### src/include/meas_pkg.sv
// constants, field layouts and carrier types of the measurement sequencer
// Function
// - fast rate converts at maximum rate with 3.5 digits, else normal with 4.5
// - run mode starts conversions back to back with no trigger
// - triggered mode makes one measurement per trigger button press
// - external trigger needs jumper fitted; falling edge starts a trigger
// - line held low past the window keeps retriggering while low
// - external trigger acts only in triggered mode
// - chain order is averaging, offset-and-scale, one decibel calc, compare
// - null then low-frequency averaging run before the chain
// - absolute and relative decibel exclusive; latest selected one runs
// - one trigger runs one pass; run mode repeats until mode or function change
// - digits blank from pre-processing to completion when a calculation is on; result shown at completion
// - result beyond display capacity shows overflow indication
// - low-frequency averaging shows mean of four latest ac readings
// - constants load defaults at reset; count defaults 2, range 1 to 19999
// - invalid entry such as zero scale or reference keeps old constant
// - after enter the stored constant is displayed
// - constant holds until valid new entry or reset
// - enter without keyed digits loads the displayed measurement
// - compare gives high above both, low below both, else pass
// - diode readings above 1.999 V give overflow indication
// - overflow in resistance and diode; flashing in dc and ac voltage
package meas_pkg;
	localparam int VAL_W = 32;
	localparam int ADDR_W = 8;
	// ---------------------------------------------------------------
	// register offsets
	// ---------------------------------------------------------------
	localparam logic [7:0] OFS_CTRL   = 8'h00;
	localparam logic [7:0] OFS_STATUS = 8'h04;
	localparam logic [7:0] OFS_TRIG   = 8'h08;
	localparam logic [7:0] OFS_KEY    = 8'h0c;
	localparam logic [7:0] OFS_ENTER  = 8'h10;
	localparam logic [7:0] OFS_RESULT = 8'h14;
	localparam logic [7:0] OFS_CONST  = 8'h20;
	// ---------------------------------------------------------------
	// constants: index, default
	// ---------------------------------------------------------------
	localparam int NUM_CONST = 7;
	localparam logic [2:0] K_N = 3'h0;
	localparam logic [2:0] K_OFS = 3'h1;
	localparam logic [2:0] K_SCL = 3'h2;
	localparam logic [2:0] K_REF = 3'h3;
	localparam logic [2:0] K_LIM1 = 3'h4;
	localparam logic [2:0] K_LIM2 = 3'h5;
	localparam logic [2:0] K_NULL = 3'h6;
	localparam logic signed [31:0] N_DEF = 32'sh00000002;
	localparam logic signed [31:0] N_MIN = 32'sh00000001;
	localparam logic signed [31:0] N_MAX = 32'sh00004e1f;
	localparam logic signed [31:0] ONE_DEF = 32'sh00000001;
	localparam logic signed [31:0] ZERO_DEF = 32'sh00000000;
	// ---------------------------------------------------------------
	// display limits, functions, compare codes
	// ---------------------------------------------------------------
	localparam logic signed [31:0] CAP_45 = 32'sh00004e1f;
	localparam logic signed [31:0] CAP_35 = 32'sh000007cf;
	localparam logic signed [31:0] DIODE_MAX = 32'sh000007cf;
	localparam logic signed [31:0] DB_PER_OCT = 32'sh0000025a;
	localparam logic [2:0] FN_DCV = 3'h0;
	localparam logic [2:0] FN_ACV = 3'h1;
	localparam logic [2:0] FN_ACDC = 3'h2;
	localparam logic [2:0] FN_OHMS = 3'h3;
	localparam logic [2:0] FN_DIODE = 3'h4;
	localparam logic [1:0] CMP_NONE = 2'h0;
	localparam logic [1:0] CMP_LO = 2'h1;
	localparam logic [1:0] CMP_PASS = 2'h2;
	localparam logic [1:0] CMP_HI = 2'h3;
	// ---------------------------------------------------------------
	// timing
	// ---------------------------------------------------------------
	localparam int CLK_MHZ = 25;
	localparam int EXT_MIN_NS = 500;
	localparam int EXT_MAX_NS = 10000;
	localparam int EXT_MIN_CYC = (EXT_MIN_NS * CLK_MHZ + 999) / 1000;
	localparam int EXT_MAX_CYC = EXT_MAX_NS * CLK_MHZ / 1000;
	localparam int CNT_W = 12;
	// ---------------------------------------------------------------
	// carriers
	// ---------------------------------------------------------------
	typedef struct packed {
		logic       cmpr;
		logic       relative_decibel_calc;
		logic       dbm;
		logic       ratio;
		logic       avg;
		logic       lfa;
		logic       nul;
		logic [2:0] func;
		logic       run;
		logic       fast;
	} ctrl_s;
	localparam int CTRL_W = 12;
	localparam logic [11:0] CTRL_RST = 12'h002;
	typedef struct packed {
		logic [31:0] value;
		logic        blank;
		logic        over;
		logic        flash;
		logic        digits45;
		logic        is_const;
		logic [1:0]  cmp;
	} disp_s;
endpackage : meas_pkg

### src/rtl/div_unit.sv
// iterative signed divider shared by the calculation chain
`timescale 1ns/1ps
module div_unit #(
	parameter int W = 32
) (
	input  wire logic                pclk,
	input  wire logic                presetn,
	input  wire logic                go,
	input  wire logic signed [W-1:0] num,
	input  wire logic signed [W-1:0] den,
	output logic                     done_q,
	output logic signed [W-1:0]      quot_q,
	output logic                     dz_q
);
	logic [W-1:0] n_q, d_q, n_nx;
	logic [W:0]   r_q, r_sh, r_nx;
	logic [6:0]   cnt_q;
	logic         busy_q, neg_q;

	always_comb begin
		r_sh = {r_q[W-1:0], n_q[W-1]};
		if (r_sh >= {1'b0, d_q}) begin
			r_nx = r_sh - {1'b0, d_q};
			n_nx = {n_q[W-2:0], 1'b1};
		end else begin
			r_nx = r_sh;
			n_nx = {n_q[W-2:0], 1'b0};
		end
	end

	// one quotient bit per clock; zero divisor answers at once
	always_ff @(posedge pclk or negedge presetn) begin
		if (!presetn) begin
			n_q <= '0;
			d_q <= '0;
			r_q <= '0;
			cnt_q <= '0;
			busy_q <= 1'b0;
			neg_q <= 1'b0;
			done_q <= 1'b0;
			quot_q <= '0;
			dz_q <= 1'b0;
		end else begin
			done_q <= 1'b0;
			if (go) begin
				n_q <= num[W-1] ? W'(-num) : num;
				d_q <= den[W-1] ? W'(-den) : den;
				r_q <= '0;
				cnt_q <= 7'(W);
				neg_q <= num[W-1] ^ den[W-1];
				dz_q <= (den == '0);
				busy_q <= (den != '0);
				if (den == '0) begin
					done_q <= 1'b1;
					quot_q <= '0;
				end
			end else if (busy_q) begin
				r_q <= r_nx;
				n_q <= n_nx;
				cnt_q <= cnt_q - 7'h01;
				if (cnt_q == 7'h01) begin
					busy_q <= 1'b0;
					done_q <= 1'b1;
					quot_q <= neg_q ? W'(-n_nx) : n_nx;
				end
			end
		end
	end
endmodule : div_unit

### src/rtl/meas_calc_seq.sv
// trigger and calculation sequencer with apb register access
//
// Added by the designer: the APB register port and the address map.
`timescale 1ns/1ps
module meas_calc_seq
	import meas_pkg::*;
#(
	parameter int unsigned       EXT_LONG_CYC = EXT_MAX_CYC,
	parameter logic signed [31:0] DBM_REF     = 32'sh00001e42
) (
	input  wire logic               pclk,
	input  wire logic               presetn,
	input  wire logic               psel,
	input  wire logic               penable,
	input  wire logic               pwrite,
	input  wire logic [ADDR_W-1:0]  paddr,
	input  wire logic [31:0]        pwdata,
	output logic [31:0]             prdata,
	output logic                    pready,
	output logic                    pslverr,
	input  wire logic signed [31:0] conv_data,
	input  wire logic               conv_valid,
	input  wire logic               conv_over,
	output logic                    conv_start,
	output logic                    conv_fast,
	input  wire logic               ext_trig_n,
	input  wire logic               ext_jumper,
	output disp_s                   disp
);
	typedef enum logic [7:0] {
		S_IDLE  = 8'h01,
		S_CONV  = 8'h02,
		S_PRE   = 8'h04,
		S_AVG   = 8'h08,
		S_RATIO = 8'h10,
		S_DB    = 8'h20,
		S_CMPR  = 8'h40,
		S_DONE  = 8'h80
	} state_e;

	// ---------------------------------------------------------------
	// decode helpers
	// ---------------------------------------------------------------
	function automatic logic k_hit(input logic [7:0] a);
		return a[7:5] == 3'h1 && a[1:0] == 2'h0 && a[4:2] != 3'h7;
	endfunction : k_hit

	function automatic logic addr_ok(input logic [7:0] a);
		return a == OFS_CTRL || a == OFS_STATUS || a == OFS_TRIG ||
			a == OFS_KEY || a == OFS_ENTER || a == OFS_RESULT || k_hit(a);
	endfunction : addr_ok

	function automatic logic signed [31:0] k_def(input int i);
		if (i == int'(K_N))
			return N_DEF;
		if (i == int'(K_SCL) || i == int'(K_REF))
			return ONE_DEF;
		return ZERO_DEF;
	endfunction : k_def

	function automatic logic k_ok(input logic [2:0] i, input logic signed [31:0] v);
		if (i == K_N)
			return v >= N_MIN && v <= N_MAX;
		if (i == K_SCL || i == K_REF)
			return v != '0;
		return 1'b1;
	endfunction : k_ok

	// log2 with eight fraction bits, linear between octaves
	function automatic logic [12:0] log2q8(input logic [31:0] v);
		logic [4:0]  p;
		logic [31:0] s;
		p = '0;
		for (int i = 0; i < 32; i++)
			if (v[i])
				p = 5'(i);
		s = v << (5'd31 - p);
		return {p, s[30:23]};
	endfunction : log2q8

	state_e               st_q;
	ctrl_s                ctrl_q;
	logic signed [31:0]   konst_q [NUM_CONST];
	logic signed [31:0]   key_q, x_q, raw_q;
	logic signed [31:0]   hist_q [4];
	logic [1:0]           hidx_q;
	logic                 keyed_q, dbr_last_q, pend_q;
	logic                 jmp_q, jcap_q, ext_q;
	logic [CNT_W-1:0]     low_q;
	logic signed [31:0]   asum_q, dnum_q, dden_q;
	logic [15:0]          acnt_q;
	logic                 dgo_q, dwait_q, ovf_q, rov_q;
	logic [1:0]           cmp_q;
	logic                 ddone, dz;
	logic signed [31:0]   dquot;

	// ---------------------------------------------------------------
	// apb slave: decode in setup, answer in first access cycle
	// ---------------------------------------------------------------
	logic        setup, wr, ctrl_wr, enter_wr;
	ctrl_s       nc;
	logic [31:0] rmux;
	assign setup = psel & ~penable;
	assign wr = psel & penable & pwrite & pready;
	assign ctrl_wr = wr && paddr == OFS_CTRL;
	assign enter_wr = wr && paddr == OFS_ENTER && pwdata[2:0] != 3'h7;
	assign nc = ctrl_s'(pwdata[CTRL_W-1:0]);

	logic calc_any, dbr_sel, dbm_sel, is_ac, mode_chg, calc_off;
	assign calc_any = ctrl_q.avg | ctrl_q.ratio | ctrl_q.dbm | ctrl_q.relative_decibel_calc | ctrl_q.cmpr;
	assign dbr_sel = ctrl_q.relative_decibel_calc & (~ctrl_q.dbm | dbr_last_q);
	assign dbm_sel = ctrl_q.dbm & ~dbr_sel;
	assign is_ac = ctrl_q.func == FN_ACV || ctrl_q.func == FN_ACDC;
	// mode or function change ends repetition
	assign mode_chg = ctrl_wr && (nc.run != ctrl_q.run || nc.func != ctrl_q.func);
	assign calc_off = ctrl_wr && !(nc.avg | nc.ratio | nc.dbm | nc.relative_decibel_calc | nc.cmpr);

	always_comb begin
		rmux = '0;
		if (k_hit(paddr))
			rmux = konst_q[paddr[4:2]];
		else if (paddr == OFS_CTRL)
			rmux = {20'h00000, ctrl_q};
		else if (paddr == OFS_STATUS)
			rmux = {24'h000000, dbm_sel, dbr_sel, jmp_q, pend_q,
				keyed_q, ovf_q, 1'b0, st_q != S_IDLE};
		else if (paddr == OFS_KEY)
			rmux = key_q;
		else if (paddr == OFS_RESULT)
			rmux = disp.value;
	end

	always_ff @(posedge pclk or negedge presetn) begin
		if (!presetn) begin
			pready <= 1'b0;
			pslverr <= 1'b0;
			prdata <= '0;
		end else begin
			pready <= setup;
			pslverr <= setup & ~addr_ok(paddr);
			prdata <= (setup & ~pwrite) ? rmux : '0;
		end
	end

	// ---------------------------------------------------------------
	// control register and decibel selection order
	// ---------------------------------------------------------------
	always_ff @(posedge pclk or negedge presetn) begin
		if (!presetn) begin
			ctrl_q <= ctrl_s'(CTRL_RST);
			dbr_last_q <= 1'b0;
			conv_fast <= 1'b0;
		end else begin
			if (ctrl_wr) begin
				ctrl_q <= nc;
				if (nc.relative_decibel_calc & ~ctrl_q.relative_decibel_calc)
					dbr_last_q <= 1'b1;
				else if (nc.dbm & ~ctrl_q.dbm)
					dbr_last_q <= 1'b0;
			end
			conv_fast <= ctrl_q.fast;
		end
	end

	// ---------------------------------------------------------------
	// constants and keyed entry
	// ---------------------------------------------------------------
	logic signed [31:0] cand;
	logic               cand_ok;
	assign cand = keyed_q ? key_q : disp.value;
	assign cand_ok = k_ok(pwdata[2:0], cand);

	always_ff @(posedge pclk or negedge presetn) begin
		if (!presetn) begin
			for (int i = 0; i < NUM_CONST; i++)
				konst_q[i] <= k_def(i);
			key_q <= '0;
			keyed_q <= 1'b0;
		end else begin
			if (wr && paddr == OFS_KEY) begin
				key_q <= pwdata;
				keyed_q <= 1'b1;
			end
			// only a valid enter changes it
			if (enter_wr) begin
				keyed_q <= 1'b0;
				if (cand_ok)
					konst_q[pwdata[2:0]] <= cand;
			end
		end
	end

	// ---------------------------------------------------------------
	// triggers: button, external line, strap
	// ---------------------------------------------------------------
	logic ext_fall, ext_rep, trig_req;
	assign ext_fall = ext_q & ~ext_trig_n;
	assign ext_rep = ~ext_trig_n && low_q == CNT_W'(EXT_LONG_CYC) &&
		st_q == S_IDLE && !pend_q;
	assign trig_req = ~ctrl_q.run & ((wr && paddr == OFS_TRIG && pwdata[0]) |
		(jmp_q & (ext_fall | ext_rep)));

	always_ff @(posedge pclk or negedge presetn) begin
		if (!presetn) begin
			jmp_q <= 1'b0;
			jcap_q <= 1'b0;
		end else if (!jcap_q) begin
			jmp_q <= ext_jumper;
			jcap_q <= 1'b1;
		end
	end

	always_ff @(posedge pclk or negedge presetn) begin
		if (!presetn) begin
			ext_q <= 1'b1;
			low_q <= '0;
		end else begin
			ext_q <= ext_trig_n;
			if (ext_trig_n)
				low_q <= '0;
			else if (low_q != CNT_W'(EXT_LONG_CYC))
				low_q <= low_q + 1'b1;
		end
	end

	// new request beats consumption in the same cycle
	always_ff @(posedge pclk or negedge presetn) begin
		if (!presetn)
			pend_q <= 1'b0;
		else if (trig_req)
			pend_q <= 1'b1;
		else if (mode_chg || (st_q == S_IDLE && !ctrl_q.run))
			pend_q <= 1'b0;
	end

	// ---------------------------------------------------------------
	// pre-chain values and stage order
	// ---------------------------------------------------------------
	logic signed [31:0] pre_v, lf_v, rng_lo, rng_hi, dbref;
	logic signed [33:0] lf_sum;
	logic signed [13:0] ldiff;
	logic signed [31:0] dbv;

	function automatic state_e after(input int k, input ctrl_s c);
		if (k < 1 && c.avg)
			return S_AVG;
		if (k < 2 && c.ratio)
			return S_RATIO;
		if (k < 3 && (c.dbm | c.relative_decibel_calc))
			return S_DB;
		if (k < 4 && c.cmpr)
			return S_CMPR;
		return S_DONE;
	endfunction : after

	always_comb begin
		pre_v = ctrl_q.nul ? 32'(raw_q - konst_q[K_NULL]) : raw_q;
		lf_sum = 34'(pre_v);
		for (int i = 1; i < 4; i++)
			lf_sum = lf_sum + 34'(hist_q[2'(hidx_q - 2'(i))]);
		lf_v = 32'(lf_sum >>> 2);
		rng_lo = konst_q[K_LIM1] < konst_q[K_LIM2] ? konst_q[K_LIM1] : konst_q[K_LIM2];
		rng_hi = konst_q[K_LIM1] < konst_q[K_LIM2] ? konst_q[K_LIM2] : konst_q[K_LIM1];
		dbref = dbr_sel ? konst_q[K_REF] : DBM_REF;
		ldiff = $signed({1'b0, log2q8(x_q)}) - $signed({1'b0, log2q8(dbref)});
		dbv = (32'(ldiff) * DB_PER_OCT) >>> 8;
	end

	// ---------------------------------------------------------------
	// sequencer
	// ---------------------------------------------------------------
	always_ff @(posedge pclk or negedge presetn) begin
		if (!presetn) begin
			st_q <= S_IDLE;
			conv_start <= 1'b0;
			raw_q <= '0;
			rov_q <= 1'b0;
			x_q <= '0;
			hidx_q <= '0;
			for (int i = 0; i < 4; i++)
				hist_q[i] <= '0;
			asum_q <= '0;
			acnt_q <= '0;
			dgo_q <= 1'b0;
			dwait_q <= 1'b0;
			dnum_q <= '0;
			dden_q <= '0;
			ovf_q <= 1'b0;
			cmp_q <= CMP_NONE;
		end else begin
			conv_start <= 1'b0;
			dgo_q <= 1'b0;
			if (mode_chg || calc_off) begin
				asum_q <= '0;
				acnt_q <= '0;
			end
			if (mode_chg) begin
				st_q <= S_IDLE;
				dwait_q <= 1'b0;
			end else begin
				unique case (st_q)
					S_IDLE: begin
						// run repeats, else one pass per trigger
						if (ctrl_q.run || pend_q) begin
							conv_start <= 1'b1;
							st_q <= S_CONV;
						end
					end
					S_CONV: begin
						if (conv_valid) begin
							raw_q <= conv_data;
							rov_q <= conv_over;
							st_q <= S_PRE;
						end
					end
					S_PRE: begin
						ovf_q <= 1'b0;
						cmp_q <= CMP_NONE;
						x_q <= pre_v;
						if (ctrl_q.lfa && is_ac) begin
							hist_q[hidx_q] <= pre_v;
							hidx_q <= hidx_q + 2'h1;
							x_q <= lf_v;
						end
						st_q <= after(0, ctrl_q);
					end
					S_AVG: begin
						if (!dwait_q) begin
							asum_q <= asum_q + x_q;
							acnt_q <= acnt_q + 16'h0001;
							dnum_q <= asum_q + x_q;
							dden_q <= 32'(acnt_q) + 32'sh00000001;
							dgo_q <= 1'b1;
							dwait_q <= 1'b1;
						end else if (ddone) begin
							x_q <= dquot;
							dwait_q <= 1'b0;
							// restart the mean after the count is reached
							if (32'(acnt_q) >= konst_q[K_N]) begin
								asum_q <= '0;
								acnt_q <= '0;
							end
							st_q <= after(1, ctrl_q);
						end
					end
					S_RATIO: begin
						if (!dwait_q) begin
							dnum_q <= x_q - konst_q[K_OFS];
							dden_q <= konst_q[K_SCL];
							dgo_q <= 1'b1;
							dwait_q <= 1'b1;
						end else if (ddone) begin
							x_q <= dquot;
							ovf_q <= ovf_q | dz;
							dwait_q <= 1'b0;
							st_q <= after(2, ctrl_q);
						end
					end
					S_DB: begin
						// log of a non-positive ratio cannot be shown
						if (x_q <= 0 || dbref <= 0)
							ovf_q <= 1'b1;
						x_q <= dbv;
						st_q <= after(3, ctrl_q);
					end
					S_CMPR: begin
						if (x_q > rng_hi)
							cmp_q <= CMP_HI;
						else if (x_q < rng_lo)
							cmp_q <= CMP_LO;
						else
							cmp_q <= CMP_PASS;
						st_q <= S_DONE;
					end
					S_DONE: st_q <= S_IDLE;
				endcase
			end
		end
	end

	div_unit #(.W(VAL_W)) u_div (
		.pclk    (pclk),
		.presetn (presetn),
		.go      (dgo_q),
		.num     (dnum_q),
		.den     (dden_q),
		.done_q  (ddone),
		.quot_q  (dquot),
		.dz_q    (dz)
	);

	// ---------------------------------------------------------------
	// display
	// ---------------------------------------------------------------
	logic signed [31:0] cap, mag;
	logic               res_ovf, fn_ohd, fn_v;
	assign cap = ctrl_q.fast ? CAP_35 : CAP_45;
	assign mag = x_q < 0 ? 32'(-x_q) : x_q;
	assign fn_ohd = ctrl_q.func == FN_OHMS || ctrl_q.func == FN_DIODE;
	assign fn_v = ctrl_q.func == FN_DCV || is_ac;
	assign res_ovf = ovf_q || mag > cap || (rov_q && fn_ohd) ||
		(ctrl_q.func == FN_DIODE && x_q > DIODE_MAX);

	always_ff @(posedge pclk or negedge presetn) begin
		if (!presetn) begin
			disp <= '0;
			disp.digits45 <= 1'b1;
		end else begin
			disp.digits45 <= ~ctrl_q.fast;
			if (enter_wr) begin
				disp.value <= cand_ok ? cand : konst_q[pwdata[2:0]];
				disp.is_const <= 1'b1;
				disp.blank <= 1'b0;
				disp.over <= 1'b0;
				disp.flash <= 1'b0;
				disp.cmp <= CMP_NONE;
			end else if (st_q == S_PRE) begin
				disp.blank <= calc_any;
			end else if (st_q == S_DONE) begin
				disp.value <= x_q;
				disp.blank <= 1'b0;
				disp.is_const <= 1'b0;
				disp.over <= res_ovf;
				disp.flash <= rov_q && fn_v;
				disp.cmp <= cmp_q;
			end
		end
	end
endmodule : meas_calc_seq

### config.mk
export PLATFORM = sky130hd
export DESIGN_NAME = meas_calc_seq
export DESIGN_NICKNAME = d
export VERILOG_FILES = /design/src/include/meas_pkg.sv /design/src/rtl/div_unit.sv /design/src/rtl/meas_calc_seq.sv
export SDC_FILE = /design/constraint.sdc
export NUM_CORES = 2
export LEC_CHECK = 0
export ABC_AREA = 1
export ABC_CLOCK_PERIOD_IN_PS = 10200
export BUFFER_PORTS_ARGS = -buffer_cell sky130_fd_sc_hd__clkbuf_2
export CAP_MARGIN = 15
export CORE_MARGIN = 2
export CORE_UTILIZATION = 56
export CTS_BUF_LIST = sky130_fd_sc_hd__clkbuf_8
export CTS_CLUSTER_SIZE = 30
export DETAILED_ROUTE_END_ITERATION = 10
export PLACE_DENSITY_LB_ADDON = 0.25
export SETUP_SLACK_MARGIN = 0.02
export SYNTH_ARGS = -nofsm -noshare
export SYNTH_HDL_FRONTEND = slang
export SYNTH_SLANG_ARGS = --single-unit
### constraint.sdc
create_clock -name pclk -period 10.2 [get_ports pclk]
set_input_delay 0.51 -clock pclk [delete_from_list [all_inputs] [get_ports pclk]]
set_output_delay 0.51 -clock pclk [all_outputs]
set_load 0.005 [all_outputs]
* After elaboration in Yosys (flattened, before gate mapping) *
Index checks and enable logic that the tools add are counted.

word-level totals
  register bits after elaboration = 820
  logic and storage cells = 521

operators by class
  add/sub/neg operators = 22
  $mul = 1
  order comparisons = 20
  eq/ne operators = 43
  shift-type cells = 2
  mux-type cells = 253
  bitwise logic cells = 43
  reductions and logical operators = 74

operator list
  operator               count
  $mux W32               51
  $mux W5                60
  $bwmux W224            1
  $mux W8                27
  $bmux W32 S2           3
  $bmux W32 S3           2
  $bwmux W128            1
  $neg A32 Y32           4
  $pmux W32 S2           2
  $demux W32 S3          1
  $mux W16               6
  $pmux W32 S3           1
  $sub A32 B32 Y32       3
  $mux W1                81
  $mux W35               2
  $demux W32 S2          1
  $le A32 B1 Y1 const B  2
  $lt A32 B32 Y1         2
  $pmux W8 S8            1
  $reduce_bool A32 Y1    2
  $shl A32 B5 Y31        2
  $add A33 B32 Y34       1
  $add A34 B32 Y34       1
  $add A32 B32 Y33       1
  72 further kinds       200

* Logic depth before layout (Yosys ltp) *
  depth after elaboration = 40
  mapped depth = 85
  depth with buffers taken out = 85

* Hierarchy *
Synthesis repeated with hierarchy kept, for this count alone.

unflattened totals
  cell total of the unflattened synthesis = 8383
  area, all modules = 60777.0 um^2

modules (own cells, without submodules)
  module         instances  cells an instance  area an instance (um^2)  seq. area each (um^2)
  meas_calc_seq  1          6921               50628.6                  17050.1
  div_unit       1          1462               10148.5                  3478.3

* Worst setup path after synthesis *
No wires, ideal clock.

  path kind = reg2reg
  start point = reg x_q[1]
  end point = reg x_q[28]
  data arrival time = 9.045 ns
  data required time = 10.061 ns
  slack = 1.017 ns
  stages on the path, launching flop included = 65
  buffers on the path = 2
  period minus slack after synthesis = 9.183 ns
  cell sequence = dfrtp_1 > inv_1 > o21ai_0 > a21oi_1 > o21ai_0 > nand2_1 > nand3_1 > nand2_1 > nand2_1 > nand2_1 > nand2_1 > nand2_1 > nand2_1 > nand2_1 > nand2_1 > nand2_1 > nand2_1 > nand2_1 > [29 not listed] > ha_1 > fa_1 > fa_1 > inv_1 > fa_1 > inv_1 > ha_1 > nand2_1 > a21oi_1 > a211oi_1 > o221ai_1 > a31o_2 > o21ai_1 > a21oi_2 > nor2_2 > inv_2 > a21oi_1 > a22oi_1

between the ends
  cells in the longest elaborated chain, start to end = 36

ends and longest elaborated chain
  element                   line                  text
  start: declaration        meas_calc_seq.sv:84   logic signed [31:0] key_q, x_q, raw_q;
  start signal: assignment  meas_calc_seq.sv:319  x_q <= pre_v;
  start signal: assignment  meas_calc_seq.sv:323  x_q <= lf_v;
  start signal: assignment  meas_calc_seq.sv:336  x_q <= dquot;
  $mux W1                   meas_calc_seq.sv:75   if (v[i])
  $mux W5 (30 in a row)     meas_calc_seq.sv:75
  $sub A5 B5 Y5             meas_calc_seq.sv:77   s = v << (5'd31 - p);
  $shl A32 B5 Y31           meas_calc_seq.sv:77
  $sub A13 B13 Y14 (*)      meas_calc_seq.sv:265  ldiff = $signed({1'b0, log2q8(x_q)}) - $signed({1'b0, log2q8(dbref)});
  $mul A14 B10 Y24 (*)      meas_calc_seq.sv:266  dbv = (32'(ldiff) * DB_PER_OCT) >>> 8;
  $pmux W32 S3 (*)          meas_calc_seq.sv:301  unique case (st_q)

Every way passes the cells marked *; elsewhere a longest branch is shown, timed or not.
A chain may end at the register's enable or synchronous reset.

* Worst setup path in the final report *
  start point = reg ctrl_q[9] in the netlist's numbering
  end point = reg x_q[27]

between the ends
  cells in the longest elaborated chain, start to end = 40

ends and longest elaborated chain
  element                   line                  text
  start: declaration        meas_calc_seq.sv:82   ctrl_s ctrl_q;
  start signal: assignment  meas_calc_seq.sv:150  ctrl_q <= ctrl_s'(CTRL_RST);
  start signal: assignment  meas_calc_seq.sv:155  ctrl_q <= nc;
  $not A1 Y1 (*)            meas_calc_seq.sv:111  assign dbr_sel = ctrl_q.relative_decibel_calc & (~ctrl_q.dbm | dbr_last_q);
  $or A1 B1 Y1 (*)          meas_calc_seq.sv:111
  $and A1 B1 Y1 (*)         meas_calc_seq.sv:111
  $mux W32 (*)              meas_calc_seq.sv:264  dbref = dbr_sel ? konst_q[K_REF] : DBM_REF;
  $mux W1                   meas_calc_seq.sv:75
  $mux W5 (30 in a row)     meas_calc_seq.sv:75
  $sub A5 B5 Y5             meas_calc_seq.sv:77
  $shl A32 B5 Y31           meas_calc_seq.sv:77
  $sub A13 B13 Y14 (*)      meas_calc_seq.sv:265
  $mul A14 B10 Y24 (*)      meas_calc_seq.sv:266
  $pmux W32 S3 (*)          meas_calc_seq.sv:301

Marked as above.

==> metrics <==
Worst Path Required 10.90 ns; TritonCTS clock tree done; GRT overflow 0; Worst Tran Pin Value 1.28 ns; Final Skew 0.0600 ns; Yosys top cell by area dfrtp_1; Register-to-Register Setup Slack 0.79 ns; kind of critical path flip-flop to flip-flop; PortBufs 155; RSZ-0062 raised after global routing false; Post-synth ARST share 1.00; Cell Area, Synth 59,500 um^2; routed vias/inst 6.37; Slew headroom 0.146; Post-synth EDFFs 0; Post-Layout Cell Count 9,776; global-route wire length before repair 381,000 um; placed cells 9,414; Top-Level Pins 156; Worst Path Max Fanout 32; Layout Nets 8,800; Internal 12.3 mW; antenna violations before repair 31; final setup fails 0; CP Launch Point ctrl_q[9]; Synth Flop Type dfrtp_1; Cell Rows 119; Power Dens Cells 397 nW/um^2; Avg Cell Area, Syn 7.39 um^2; Logic pwr share 0.702; Max stage delay on crit path 0.51 ns; number of cells produced by synthesis 8,059; reg2reg start ctrl_q[9]; clock sinks 820; Area contributors post-synth dfrtp_1, nand2_1, o21ai_0; Hold Path Cell Cnt 6; Reg power frac 0.170; drc violations 0; CP Launch Type flip-flop; Worst EP arrival 10.11 ns; Sw Ratio 0.532; chip width 330 um; Slew Viols, Final 0; CTS Buf Count 149; post-DP HPWL 192,000 um; Detail Route Antenna Nets 0; count leader, synth nand2_1; WL per Instance 26.9 um; Core Area 105,000 um^2; H-tree depth 4; clock power share 0.129; final WL 263,000 um; Worst path slowest cell fa_1; Seq cells post-synth 820; DR vias 62,300; Final Hold Fails 0; Total GRT Usage 0.478; min Tclk post-route 9.41 ns; worst vdd ir 0.874 mV; Area Overhead vs Synth 11.4%; Max clock buf depth 3; Ys Warns 0; synth cell count leaders nand2_1, o21ai_0, inv_1, dfrtp_1, a21oi_1; most frequent CP cell nand2_1; largest net degree at the start of global routing 164; min-delay worst type primary input to flip-flop; die area 109,000 um^2; Yosys cell types 73; global placement routability congestion 1.07; Worst Hold Launch conv_valid; Syn Nets 8,606; number of global-route vias before repair 57,000; max-cap viol count 0; setup ws final 0.787 ns; Root Buffer clkbuf_8; Tcrit/Tclk final 0.923; share of layout cells above drive strength 1 0.0863; Initial DRC Count 8,621; DP Worst Slack 0.374 ns; Worst Setup End Kind flip-flop; Die Height 330 um; highest clock rate 0.106 GHz; Skew-Pair Late Insertion Delay 0.91 ns; leakage 31.1 nW; Reg clk slew, reported paths 0.07 ns; TNS Setup 0 ns; DRT Pass-1 Iters 6; Initial Utilization 0.565; Synth top area share 0.342; sequential element share of the synthesized area 0.345; reported net switching power 14.0 mW; outcome finished, final reports clean; reg2reg path depth 61
registers in the layout (all words and copies together) (netlist names), 8 cells and up:
name / flops
konst_q: 224
hist_q: 128
disp: 39
asum_q: 32
dden_q: 32
dnum_q: 32
key_q: 32
prdata: 32
raw_q: 32
u_div.d_q: 32
u_div.n_q: 32
u_div.quot_q: 32
u_div.r_q: 32
x_q: 32
acnt_q: 16
ctrl_q: 12
low_q: 12
st_q: 8
cell families after synthesis:
| kind of cell | Yosys count | share of synthesized area |
|---|---|---|
| and+or+nand+nor | 2855 | 0.195 |
| AOI/OAI and AO/OA | 2277 | 0.220 |
| buffers and inverters | 1368 | 0.0871 |
| DFF | 820 | 0.345 |
| adders and majority gates | 466 | 0.111 |
| xor gates and xnor gates | 237 | 0.0349 |
| muxes | 34 | 0.00607 |
| other | 2 | 0.000126 |
placed cells by master (no fill, tap or decap), types with 17 or more instances in the layout:
| master | instances |
|---|---|
| mux2_2 | 17 |
| a221oi_1 | 56 |
| buf_4 | 188 |
| nor4_1 | 39 |
| fa_1 | 105 |
| o31ai_1 | 26 |
| clkbuf_2 | 154 |
| o21ai_0 | 1069 |
| nor3_1 | 83 |
| nand4_1 | 58 |
| o221ai_1 | 79 |
| inv_1 | 990 |
| dlygate4sd3_1 | 69 |
| a22oi_1 | 20 |
| o2111ai_1 | 23 |
| clkinv_2 | 20 |
| dfrtp_1 | 809 |
| xor2_1 | 166 |
| clkbuf_8 | 189 |
| or2_2 | 19 |
| diode_2 | 17 |
| nand2_1 | 1879 |
| a21oi_1 | 515 |
| xnor2_1 | 68 |
| o21ai_1 | 67 |
| nand3_1 | 340 |
| o22ai_1 | 110 |
| a211oi_1 | 26 |
| ha_1 | 358 |
| o211ai_1 | 118 |
| clkinv_1 | 17 |
| nor2_1 | 384 |
| a31oi_1 | 22 |
repair_timing:
item / in CTS / in global routing
setup buffers: 0 / 3
endpoints found under the setup margin: 0 / 24
hold endpoints to repair: 165 / 0
resized for setup: 0 / 28
hold buffers: 69 / 0
power by group through the flow:
| stage | combinational, mW | sequential (mW) | clock (mW) |
|---|---|---|---|
| 2_1_floorplan | 13.2 | 4.24 | 0 |
| 3_3_place_gp | 17.4 | 4.46 | 0 |
| 3_5_place_dp | 17.8 | 4.47 | 0 |
| 4_1_cts | 18.0 | 4.43 | 3.38 |
| 5_1_grt | 21.1 | 4.50 | 3.53 |
| 6_report | 18.5 | 4.47 | 3.39 |
routing by layer:
metal  share of wire  global-route usage  up-vias  wire length [um]
li1                -                   -    27600                 -
met1            0.38               0.631    29400            100000
met2            0.40               0.660     4282            106000
met3            0.14               0.165      953             36100
met4           0.081               0.321       20             21400
met5         0.00046                   0        -               120
worst max-delay path: cells and delay by family (launching register included):
family,cells,cell delay (ns)
fa+ha+maj,8,2.81
simple gates,26,2.41
compound gates,17,2.33
buf+inv,9,1.03
flops,1,0.45
xor+xnor,1,0.19
through the flow:
step | hold WS [ns] | area, um^2 | power [mW] | util
finish | 0.121 | 66400 | 26.3 | 0.629
global placement | 0.450 | 62200 | 21.9 | 0.590
CTS | 0.0681 | 66100 | 25.8 | 0.627
floorplan | 0.214 | 59500 | 17.5 | -
global route | 0.153 | 66300 | 29.1 | 0.629
detailed placement | 0.452 | 62200 | 22.3 | 0.590
area by class of cell:
cell class	count	area [um^2]
Tap cell	1391	1740
Clock buffer	189	2600
Fill cell	9450	39100
Clock inverter	77	549
Multi-Input combinational cell	5872	34100
Sequential cell	820	20500
Timing Repair Buffer	424	3100
Antenna cell	17	42.5
Inverter	986	3700
worst paths after layout:
check	end
setup / recovery	x_q[27]
hold / removal	st_q[1]
setup reg to reg	x_q[27]
hold reg to reg	konst_q[209]
max in group asynchronous	konst_q[93]
min in group asynchronous	u_div.r_q[4]
Note: power is estimated with default switching activity, not from simulation.
